<file path="src/rtl/ssb_pkg.sv">
// shared constants and types of the standstill and brake sequencer
package ssb_pkg;

  // register offsets (16-bit parameter addresses)
  localparam logic [15:0] SSB_OFS_BRAKE_OPEN_DELAY  = 16'h050E;
  localparam logic [15:0] SSB_OFS_BRAKE_CLOSE_DELAY = 16'h0510;
  localparam logic [15:0] SSB_OFS_SETTLE_WINDOW     = 16'h1112;
  localparam logic [15:0] SSB_OFS_SETTLE_DWELL      = 16'h1114;
  localparam logic [15:0] SSB_OFS_SETTLE_TIMEOUT    = 16'h1116;
  localparam logic [15:0] SSB_OFS_STATUS            = 16'h1118;

  // values after reset
  localparam logic [15:0] SSB_RST_WINDOW  = 16'h000A;
  localparam logic [15:0] SSB_RST_DWELL   = 16'h0000;
  localparam logic [15:0] SSB_RST_TIMEOUT = 16'h0000;
  localparam logic [15:0] SSB_RST_OPEN    = 16'h0000;
  localparam logic [15:0] SSB_RST_CLOSE   = 16'h0000;

  // upper limits of the settings
  localparam logic [15:0] SSB_MAX_WINDOW  = 16'h7FFF;
  localparam logic [15:0] SSB_MAX_DWELL   = 16'h7FFF;
  localparam logic [15:0] SSB_MAX_TIMEOUT = 16'h3E80;
  localparam logic [15:0] SSB_MAX_DELAY   = 16'h03E8;

  // status register field positions
  localparam int SSB_STAT_END    = 0;
  localparam int SSB_STAT_ERR    = 1;
  localparam int SSB_STAT_BRAKE  = 2;
  localparam int SSB_STAT_STAGE  = 3;
  localparam int SSB_STAT_MOTION = 4;
  localparam int SSB_STAT_STATE  = 5;

  // timing: one millisecond at the system clock
  localparam int SSB_CLK_PERIOD_NS = 40;
  localparam int SSB_MS_NS         = 1000000;
  localparam int SSB_CYCLES_PER_MS = SSB_MS_NS / SSB_CLK_PERIOD_NS;

  // brake sequence, gray coded along open -> on -> close -> off
  typedef enum logic [1:0] {
    SSB_BRK_OFF     = 2'b00,
    SSB_BRK_OPENING = 2'b01,
    SSB_BRK_ON      = 2'b11,
    SSB_BRK_CLOSING = 2'b10
  } ssb_brake_state_type;

endpackage : ssb_pkg

</file>
<file path="src/rtl/ssb_sequencer.sv">
// standstill window monitor and holding brake sequencer
// Notes on behaviour
// - after move end, motion-end rises once deviation stayed in window for dwell time
// - window size 16 bit, 0..32767, default 10; standstill only inside it
// - dwell zero disables window monitoring; otherwise dwell in ms up to 32767
// - timeout zero disables timeout monitor; otherwise timeout in ms up to 16000
// - error raised when window not reached before timeout elapsed
// - timeout count starts at target reached or profile generator finished
// - brake-release goes high once stage enabled and motor holds torque
// - brake-release high means released or releasing, low means applied or applying
// - drive response to enable delayed by release delay after brake opens
// - release delay 16 bit ms setting, range 0..1000
// - enable withdrawn: brake-release low at once, motor current kept for apply delay
// - apply delay 16 bit ms setting, range 0..1000
module ssb_sequencer
  import ssb_pkg::*;
#(
  parameter int MS_CYCLES = SSB_CYCLES_PER_MS
) (
  // clock and reset
  input  wire logic               clk,
  input  wire logic               resetn,
  // parameter access
  input  wire logic [15:0]        regAddr,
  input  wire logic [15:0]        regWrData,
  input  wire logic               regWrite,
  output logic [15:0]             regRdData,
  // position controller
  input  wire logic signed [31:0] ctrlDeviation,
  input  wire logic               targetReached,
  input  wire logic               profileDone,
  output logic                    motionEnd,
  output logic                    settleTimeoutErr,
  // drive enable and power stage
  input  wire logic               enableCmd,
  input  wire logic               holdingTorque,
  output logic                    stageEnable,
  output logic                    motionEnable,
  // brake driver module
  output logic                    brakeReleaseOutput
);

  typedef struct packed {
    ssb_brake_state_type brk;
    logic                brakeOut;
    logic                stageOn;
    logic                motionOn;
    logic                active;
    logic                motionEnd;
    logic                timeoutErr;
    logic [15:0]         win;
    logic [15:0]         dwell;
    logic [15:0]         tout;
    logic [15:0]         openDelay;
    logic [15:0]         closeDelay;
    logic [15:0]         rdData;
  } ssb_seq_state_type;

  ssb_seq_state_type st_r;
  ssb_seq_state_type st_nxt;

  logic [31:0] devMag;
  logic        inWindow;
  logic        startPulse;
  logic [15:0] dwellMs;
  logic [15:0] toutMs;
  logic [15:0] brkMs;
  logic        dwellClr;
  logic        toutClr;
  logic        brkClr;

  function automatic logic [15:0] clampTo(input logic [15:0] v, input logic [15:0] lim);
    clampTo = (v > lim) ? lim : v;
  endfunction

  // magnitude as unsigned, so the most negative value still compares right
  assign devMag     = ctrlDeviation[31] ? (32'h00000000 - ctrlDeviation) : ctrlDeviation;
  assign inWindow   = (devMag <= {16'h0000, st_r.win});
  assign startPulse = targetReached | profileDone;

  // dwell restarts whenever the deviation leaves the window
  // a restart during a move must count both windows afresh
  assign dwellClr = startPulse || !(st_r.active && inWindow && (st_r.dwell != 16'h0000));
  assign toutClr  = startPulse || !st_r.active;
  assign brkClr   = (st_r.brk != st_nxt.brk) || (st_r.brk == SSB_BRK_OFF) || (st_r.brk == SSB_BRK_ON)
                    || ((st_r.brk == SSB_BRK_OPENING) && !st_r.brakeOut);

  ssb_ms_timer #(.MS_CYCLES(MS_CYCLES)) uDwell (
    .clk     (clk),
    .resetn  (resetn),
    .clear   (dwellClr),
    .msCount (dwellMs)
  );

  ssb_ms_timer #(.MS_CYCLES(MS_CYCLES)) uTimeout (
    .clk     (clk),
    .resetn  (resetn),
    .clear   (toutClr),
    .msCount (toutMs)
  );

  ssb_ms_timer #(.MS_CYCLES(MS_CYCLES)) uBrake (
    .clk     (clk),
    .resetn  (resetn),
    .clear   (brkClr),
    .msCount (brkMs)
  );

  always_comb begin
    st_nxt = st_r;

    // settings, clamped to their legal range on write
    if (regWrite) begin
      if (regAddr == SSB_OFS_SETTLE_WINDOW) begin
        st_nxt.win = clampTo(regWrData, SSB_MAX_WINDOW);
      end else if (regAddr == SSB_OFS_SETTLE_DWELL) begin
        st_nxt.dwell = clampTo(regWrData, SSB_MAX_DWELL);
      end else if (regAddr == SSB_OFS_SETTLE_TIMEOUT) begin
        st_nxt.tout = clampTo(regWrData, SSB_MAX_TIMEOUT);
      end else if (regAddr == SSB_OFS_BRAKE_OPEN_DELAY) begin
        st_nxt.openDelay = clampTo(regWrData, SSB_MAX_DELAY);
      end else if (regAddr == SSB_OFS_BRAKE_CLOSE_DELAY) begin
        st_nxt.closeDelay = clampTo(regWrData, SSB_MAX_DELAY);
      end
    end

    // read data, unmapped addresses read zero
    if (regAddr == SSB_OFS_SETTLE_WINDOW) begin
      st_nxt.rdData = st_r.win;
    end else if (regAddr == SSB_OFS_SETTLE_DWELL) begin
      st_nxt.rdData = st_r.dwell;
    end else if (regAddr == SSB_OFS_SETTLE_TIMEOUT) begin
      st_nxt.rdData = st_r.tout;
    end else if (regAddr == SSB_OFS_BRAKE_OPEN_DELAY) begin
      st_nxt.rdData = st_r.openDelay;
    end else if (regAddr == SSB_OFS_BRAKE_CLOSE_DELAY) begin
      st_nxt.rdData = st_r.closeDelay;
    end else if (regAddr == SSB_OFS_STATUS) begin
      st_nxt.rdData                 = 16'h0000;
      st_nxt.rdData[SSB_STAT_END]    = st_r.motionEnd;
      st_nxt.rdData[SSB_STAT_ERR]    = st_r.timeoutErr;
      st_nxt.rdData[SSB_STAT_BRAKE]  = st_r.brakeOut;
      st_nxt.rdData[SSB_STAT_STAGE]  = st_r.stageOn;
      st_nxt.rdData[SSB_STAT_MOTION] = st_r.motionOn;
      st_nxt.rdData[SSB_STAT_STATE +: 2] = st_r.brk;
    end else begin
      st_nxt.rdData = 16'h0000;
    end

    // standstill monitoring
    if (st_r.active) begin
      if (dwellMs >= st_r.dwell) begin
        st_nxt.motionEnd = 1'b1;
        st_nxt.active    = 1'b0;
      end else if ((st_r.tout != 16'h0000) && (toutMs >= st_r.tout)) begin
        st_nxt.timeoutErr = 1'b1;
        st_nxt.active     = 1'b0;
      end
    end
    // a new move end restarts both monitors, or reports end at once when dwell is zero
    if (startPulse) begin
      st_nxt.timeoutErr = 1'b0;
      if (st_r.dwell == 16'h0000) begin
        // monitoring off: report end without checking the window
        st_nxt.motionEnd = 1'b1;
        st_nxt.active    = 1'b0;
      end else begin
        st_nxt.motionEnd = 1'b0;
        st_nxt.active    = 1'b1;
      end
    end

    // brake sequence
    case (st_r.brk)
      SSB_BRK_OFF: begin
        st_nxt.brakeOut = 1'b0;
        st_nxt.stageOn  = 1'b0;
        st_nxt.motionOn = 1'b0;
        if (enableCmd) begin
          st_nxt.brk     = SSB_BRK_OPENING;
          st_nxt.stageOn = 1'b1;
        end
      end
      SSB_BRK_OPENING: begin
        if (!enableCmd) begin
          st_nxt.brk      = SSB_BRK_CLOSING;
          st_nxt.brakeOut = 1'b0;
        end else if (holdingTorque) begin
          st_nxt.brakeOut = 1'b1;
          if (st_r.brakeOut && (brkMs >= st_r.openDelay)) begin
            // motion only once the brake had its time to open
            st_nxt.brk      = SSB_BRK_ON;
            st_nxt.motionOn = 1'b1;
          end
        end
      end
      SSB_BRK_ON: begin
        if (!enableCmd) begin
          st_nxt.brk      = SSB_BRK_CLOSING;
          st_nxt.brakeOut = 1'b0;
          st_nxt.motionOn = 1'b0;
        end
      end
      SSB_BRK_CLOSING: begin
        st_nxt.brakeOut = 1'b0;
        st_nxt.motionOn = 1'b0;
        // current held while the brake closes, then removed
        if (brkMs >= st_r.closeDelay) begin
          st_nxt.brk     = SSB_BRK_OFF;
          st_nxt.stageOn = 1'b0;
        end
      end
      default: begin
        st_nxt.brk      = SSB_BRK_OFF;
        st_nxt.brakeOut = 1'b0;
        st_nxt.stageOn  = 1'b0;
        st_nxt.motionOn = 1'b0;
      end
    endcase
  end

  always_ff @(posedge clk or negedge resetn) begin
    if (!resetn) begin
      st_r            <= '0;
      st_r.brk        <= SSB_BRK_OFF;
      st_r.win        <= SSB_RST_WINDOW;
      st_r.dwell      <= SSB_RST_DWELL;
      st_r.tout       <= SSB_RST_TIMEOUT;
      st_r.openDelay  <= SSB_RST_OPEN;
      st_r.closeDelay <= SSB_RST_CLOSE;
    end else begin
      st_r <= st_nxt;
    end
  end

  assign regRdData          = st_r.rdData;
  assign motionEnd          = st_r.motionEnd;
  assign settleTimeoutErr   = st_r.timeoutErr;
  assign stageEnable        = st_r.stageOn;
  assign motionEnable       = st_r.motionOn;
  assign brakeReleaseOutput = st_r.brakeOut;

  // checks
  property p_brake_drop;
    @(posedge clk) disable iff (!resetn)
      (!enableCmd && (st_r.brk != SSB_BRK_OFF)) |=> !brakeReleaseOutput;
  endproperty
  a_brake_drop: assert property (p_brake_drop) else $error("brake output not dropped");

  property p_stage_held;
    @(posedge clk) disable iff (!resetn)
      $fell(brakeReleaseOutput) && (st_r.brk == SSB_BRK_CLOSING) |-> stageEnable;
  endproperty
  a_stage_held: assert property (p_stage_held) else $error("current removed with brake");

  property p_release_on;
    @(posedge clk) disable iff (!resetn)
      (st_r.brk == SSB_BRK_OPENING) && enableCmd && holdingTorque |=> brakeReleaseOutput;
  endproperty
  a_release_on: assert property (p_release_on) else $error("brake not released");

  property p_motion_after_open;
    @(posedge clk) disable iff (!resetn)
      $rose(motionEnable) |-> brakeReleaseOutput && ($past(brkMs) >= st_r.openDelay);
  endproperty
  a_motion_after_open: assert property (p_motion_after_open) else $error("motion before delay");

  property p_end_in_window;
    @(posedge clk) disable iff (!resetn)
      $rose(motionEnd) && !$past(startPulse) |->
        ($past(st_r.dwell) == 16'h0000) || ($past(inWindow) && ($past(dwellMs) >= st_r.dwell));
  endproperty
  a_end_in_window: assert property (p_end_in_window) else $error("end without dwell");

  property p_dwell_zero;
    @(posedge clk) disable iff (!resetn)
      startPulse && (st_r.dwell == 16'h0000) |=> motionEnd && !settleTimeoutErr;
  endproperty
  a_dwell_zero: assert property (p_dwell_zero) else $error("disabled monitor blocked end");

  property p_tout_off;
    @(posedge clk) disable iff (!resetn)
      (st_r.tout == 16'h0000) && !startPulse |=> !$rose(settleTimeoutErr);
  endproperty
  a_tout_off: assert property (p_tout_off) else $error("timeout while disabled");

  property p_err_cause;
    @(posedge clk) disable iff (!resetn)
      $rose(settleTimeoutErr) |-> ($past(toutMs) >= st_r.tout) && !motionEnd;
  endproperty
  a_err_cause: assert property (p_err_cause) else $error("early timeout");

  property p_start;
    @(posedge clk) disable iff (!resetn)
      startPulse && (st_r.dwell != 16'h0000) |=> !motionEnd && !settleTimeoutErr ##1 (toutMs == 16'h0000);
  endproperty
  a_start: assert property (p_start) else $error("monitor not restarted");

  property p_dwell_restart;
    @(posedge clk) disable iff (!resetn)
      !inWindow |=> (dwellMs == 16'h0000);
  endproperty
  a_dwell_restart: assert property (p_dwell_restart) else $error("dwell not restarted");

  property p_limits;
    @(posedge clk) disable iff (!resetn)
      (st_r.win <= SSB_MAX_WINDOW) && (st_r.openDelay <= SSB_MAX_DELAY) && (st_r.closeDelay <= SSB_MAX_DELAY);
  endproperty
  a_limits: assert property (p_limits) else $error("setting out of range");

  c_end: cover property (@(posedge clk) disable iff (!resetn) $rose(motionEnd));
  c_err: cover property (@(posedge clk) disable iff (!resetn) $rose(settleTimeoutErr));
  c_motion: cover property (@(posedge clk) disable iff (!resetn) $rose(motionEnable));
  c_close: cover property (@(posedge clk) disable iff (!resetn) $fell(stageEnable));

endmodule // ssb_sequencer

</file>
<file path="src/rtl/ssb_ms_timer.sv">
// millisecond elapsed-time counter with synchronous restart
module ssb_ms_timer
  import ssb_pkg::*;
#(
  parameter int MS_CYCLES = SSB_CYCLES_PER_MS
) (
  // clock and reset
  input  wire logic        clk,
  input  wire logic        resetn,
  // control
  input  wire logic        clear,
  // elapsed milliseconds, saturating
  output logic [15:0]      msCount
);

  typedef struct packed {
    logic [23:0] pre;
    logic [15:0] ms;
  } ssb_timer_state_type;

  ssb_timer_state_type st_r;
  ssb_timer_state_type st_nxt;

  always_comb begin
    st_nxt = st_r;
    if (clear) begin
      st_nxt.pre = 24'h000000;
      st_nxt.ms  = 16'h0000;
    end else if (st_r.pre == 24'(MS_CYCLES - 1)) begin
      st_nxt.pre = 24'h000000;
      // saturate rather than wrap, so a long wait never looks short
      if (st_r.ms != 16'hFFFF) begin
        st_nxt.ms = st_r.ms + 16'h0001;
      end
    end else begin
      st_nxt.pre = st_r.pre + 24'h000001;
    end
  end

  always_ff @(posedge clk or negedge resetn) begin
    if (!resetn) begin
      st_r <= '0;
    end else begin
      st_r <= st_nxt;
    end
  end

  assign msCount = st_r.ms;

endmodule // ssb_ms_timer

</file>
<file path="config.mk">
export PLATFORM = sky130hd
export DESIGN_NAME = ssb_sequencer
export DESIGN_NICKNAME = d
export VERILOG_FILES = /design/src/rtl/ssb_pkg.sv /design/src/rtl/ssb_sequencer.sv /design/src/rtl/ssb_ms_timer.sv
export SDC_FILE = /design/constraint.sdc
export NUM_CORES = 1
export LEC_CHECK = 0
export ABC_AREA = 1
export BUFFER_PORTS_ARGS = -buffer_cell sky130_fd_sc_hd__buf_2
export CORE_MARGIN = 2
export CORE_UTILIZATION = 30
export DETAILED_ROUTE_END_ITERATION = 10
export MAX_ROUTING_LAYER = met4
export PLACE_DENSITY = 0.53
export SLEW_MARGIN = 40
export SYNTH_ARGS = -nofsm -noshare
export SYNTH_HDL_FRONTEND = slang
export SYNTH_HIERARCHICAL = 1
export SYNTH_SLANG_ARGS = --single-unit
</file>
<file path="constraint.sdc">
create_clock -name clk -period 4.2 [get_ports clk]
set_input_delay 0.63 -clock clk [delete_from_list [all_inputs] [get_ports clk]]
set_output_delay 0.63 -clock clk [all_outputs]
set_load 0.005 [all_outputs]
</file>
==> impl_metrics.env <==
export IMPL_synth_ff_type="dfrtp_1"
export IMPL_io_pins=92
export IMPL_path_clk_slew_ps=60
export IMPL_grt_ovfl_total=0
export IMPL_fill_cells=5643
export IMPL_tightestPinTransition_ps=670
export IMPL_yosys_warnings=6
export IMPL_hpwl_mm=32.8
export IMPL_internal_power_mw=4.02
export IMPL_relSlewSlack=0.553
export IMPL_yosysUniqueCellTypes=52
export IMPL_start_kind="input port"
export IMPL_p_per_area_mw_per_mm2=316
export IMPL_die_area_mm2=0.0542
export IMPL_gp_congestion=0.907
export IMPL_violations="negative hold slack"
export IMPL_yosysTopAreaCell="dfrtp_1"
export IMPL_wire_per_inst_um=14.2
export IMPL_viasPerCell=4.76
export IMPL_grt_total_usage=0.163
export IMPL_pwr_share_seq=0.413
export IMPL_fin_crit_sh=0.784
export IMPL_synth_common_cells="621 x nand2_1, 382 x nor2_1, 278 x inv_1, 222 x dfrtp_1, 119 x nand3_1"
export IMPL_cts_resized=0
export IMPL_maxCapViolations=0
export IMPL_clock_fmax_ghz=0.304
export IMPL_grt_max_degree=68
export IMPL_core_mm2=0.0515
export IMPL_clock_latency_ps=560
export IMPL_cts_tree="done"
export IMPL_cpPeakStageDelay_ps=280
export IMPL_p_switching_mw=1.49
export IMPL_p_total_mw=5.52
export IMPL_ant_nets=0
export IMPL_p_clk_frac=0.475
export IMPL_die_h_um=233
export IMPL_combPwrFrac=0.112
export IMPL_synth_edf_count=0
export IMPL_critPathTopFamily="simple AND/OR/NAND/NOR gates"
export IMPL_grt_pass1_vias=13800
export IMPL_status="complete, but fails checks"
export IMPL_syn_nets=2439
export IMPL_worst_path_stages=24
export IMPL_die_x_um=233
export IMPL_multiInputGateArea_mm2=0.00828
export IMPL_switching_share=0.271
export IMPL_grt_pass1_wl_mm=70.5
export IMPL_grt_setup_unrepaired="false"
export IMPL_cts_buffer_depth=3
export IMPL_antenna_found_initial=0
export IMPL_fin_area_mm2=0.0175
export IMPL_antennaDiodeCount=0
export IMPL_drc=0
export IMPL_ys_ff_latch=224
export IMPL_syn2layout_area_growth_pct=11.0
export IMPL_dr_pass1_iters=5
export IMPL_synth_area_mm2=0.0157
export IMPL_postCtsHoldBufs=0
export IMPL_nNetsFinal=2466
export IMPL_timing_hold_violations_final=1
export IMPL_start_util=0.305
export IMPL_dp_slack_ps=330
export IMPL_cp_cell_sequence="buf_2, inv_1, ha_1, nand2_1, nor2_1, nand2_1, o21ai_0, xor2_1, ha_1, nand2_1, nor3_1, nand3_1, nand2_1, nand2_1, nor2_1, nand2_1, nor2_1, nand4_1, inv_1, buf_4, nand2_2, nand2_4, nand2_1, nand2_1"
export IMPL_root_buffer="clkbuf_16"
export IMPL_critPathSlowestCell="ha_1"
export IMPL_post_cts_buffers=0
export IMPL_hp_class="input port to asynchronous set/reset pin"
export IMPL_cts_max_level=1
export IMPL_cts_made_buffers=28
export IMPL_critPathBufInv=4
export IMPL_setup_ws_ps=908
export IMPL_worstPathMaxFanout=16
export IMPL_seq_area_mm2=0.00561
export IMPL_worst_setup_path_end_kind="flip-flop"
export IMPL_hold_slack_ps=-1.11
export IMPL_cts_num_sinks=224
export IMPL_placed_cell_area_mm2=0.0164
export IMPL_arrival_ps=3780
export IMPL_routed_wl_mm=42.7
export IMPL_ys_seq_area_frac=0.357
export IMPL_drt_iter0_drc=998
export IMPL_finalSetupTns_ps=0
export IMPL_critPathRequiredTime_ps=4690
export IMPL_io_buffers=91
export IMPL_synthMostInstantiatedCell="nand2_1"
export IMPL_ff2ff_path_depth=15
export IMPL_synth_area_leaders="dfrtp_1 35%, nand2_1 15%, nor2_1 9.1%"
export IMPL_setup_viol=0
export IMPL_netlist_instances=2278
export IMPL_fin_crit_ps=3290
export IMPL_final_max_slew_viol_count=0
export IMPL_syn_area_per_cell_um2=6.90
export IMPL_clock_skew_ps=11.4
export IMPL_ir_worst_vdd_v=0.000376
export IMPL_p_leak_nw=8.67
export IMPL_synthArstFlopShare=1.00
export IMPL_drive_gt1_frac=0.0894
export IMPL_synth_top_area_frac=0.353
export IMPL_num_vias=14300
export IMPL_worst_path_most_repeated_cell="nand2_1"
export IMPL_num_rows=83
export IMPL_crit_type="input port to flip-flop"
## path summary, 6_finish.rpt
check | from | endpoint | slack, ps
setup / recovery | ctrlDeviation[0] | uDwell/msCount[11] | 910
hold / removal | resetn | uTimeout/st_r[33] | -1
setup reg to reg | uBrake/msCount[3] | uBrake/msCount[12] | 980
hold reg to reg | st_r[95] | st_r[95] | 470
max in group asynchronous | resetn | st_r[83] | 3080
min in group clk | holdingTorque | brakeReleaseOutput | 340
## sequential cells by signal, summed over array words and instances, names as in the netlist, 16 cells and up
signal            flops
st_r                 83
uBrake/st_r          24
uDwell/st_r          24
uTimeout/st_r        24
regRdData            16
uBrake/msCount       16
uDwell/msCount       16
uTimeout/msCount     16
## stage by stage
stage,utilization,hold WS (ps),instances
3_3_place_gp,0.319,458,2954
5_1_grt,0.339,8.39,3007
2_1_floorplan,-,334,2278
6_report,0.339,-1.11,3007
4_1_cts,0.339,1.33,3007
3_5_place_dp,0.319,464,2955
## area by class of cell
type,count,area share
multi-input combinational,1656,0.475
sequential,224,0.321
clock buffer,36,0.0447
clock inverter,16,0.0133
inverter,292,0.0628
tap,680,0.0488
timing repair buffer,103,0.0344
## cells by family (layout without fill, tap and decap cells)
logic type / count (synthesis) / in the layout / share of synthesized area
AND/OR/NAND/NOR: 1285 / 1285 / 0.346
XOR/XNOR: 51 / 51 / 0.0284
buffers and inverters: 398 / 447 / 0.116
adder cells (fa/ha/maj): 90 / 90 / 0.0717
AO/OA/AOI/OAI: 230 / 230 / 0.0811
flip-flops: 224 / 224 / 0.357
## worst reg2reg max path: cells and delay by family (launching register included)
family | cells | cell delay, ps
flip-flops | 1 | 480
adder cells (fa/ha/maj) | 1 | 350
AND/OR/NAND/NOR | 10 | 1590
AO/OA/AOI/OAI | 3 | 520
buffers and inverters | 1 | 150
## layer usage
layer / GRT usage / vias up / wire length (um)
li1: - / 7238 / -
met1: 0.218 / 6650 / 20200
met2: 0.261 / 346 / 19500
met3: 0.0203 / 79 / 1930
met4: 0.0442 / 0 / 1040
met5: - / - / 0
## power groups by stage
stage	Combinational, mW	Clock, mW	Sequential, mW
after floorplan	0.425	0	2.30
after global placement	0.614	0	2.31
after detailed placement	0.631	0	2.32
after CTS	0.632	2.70	2.28
after global routing	0.716	2.80	2.29
final	0.621	2.62	2.28
## cell usage in the layout (no fill, tap or decap), types with 3 or more instances in the layout
| cell type | count |
|---|---|
| inv_2 | 13 |
| bufinv_16 | 5 |
| xnor2_1 | 17 |
| dfrtp_1 | 222 |
| nor3b_1 | 3 |
| nor2_1 | 382 |
| o21ai_2 | 3 |
| o21bai_1 | 5 |
| nor4_1 | 6 |
| buf_4 | 9 |
| nand3b_1 | 5 |
| a211oi_1 | 5 |
| clkbuf_16 | 28 |
| o21ai_0 | 83 |
| o2111ai_1 | 9 |
| o21ai_1 | 10 |
| clkinv_4 | 3 |
| nor2_4 | 7 |
| nor3_1 | 66 |
| nand2_2 | 13 |
| nand2_1 | 621 |
| buf_2 | 90 |
| inv_1 | 278 |
| nand3_1 | 119 |
| o211ai_1 | 4 |
| a21oi_1 | 96 |
| nand4_1 | 42 |
| o21a_1 | 9 |
| xor2_1 | 34 |
| nor2_2 | 4 |
| clkbuf_1 | 3 |
| nand2_4 | 3 |
| clkinv_2 | 5 |
| ha_1 | 90 |
| clkbuf_8 | 5 |
No activity file was read; power rests on OpenSTA's default activity.
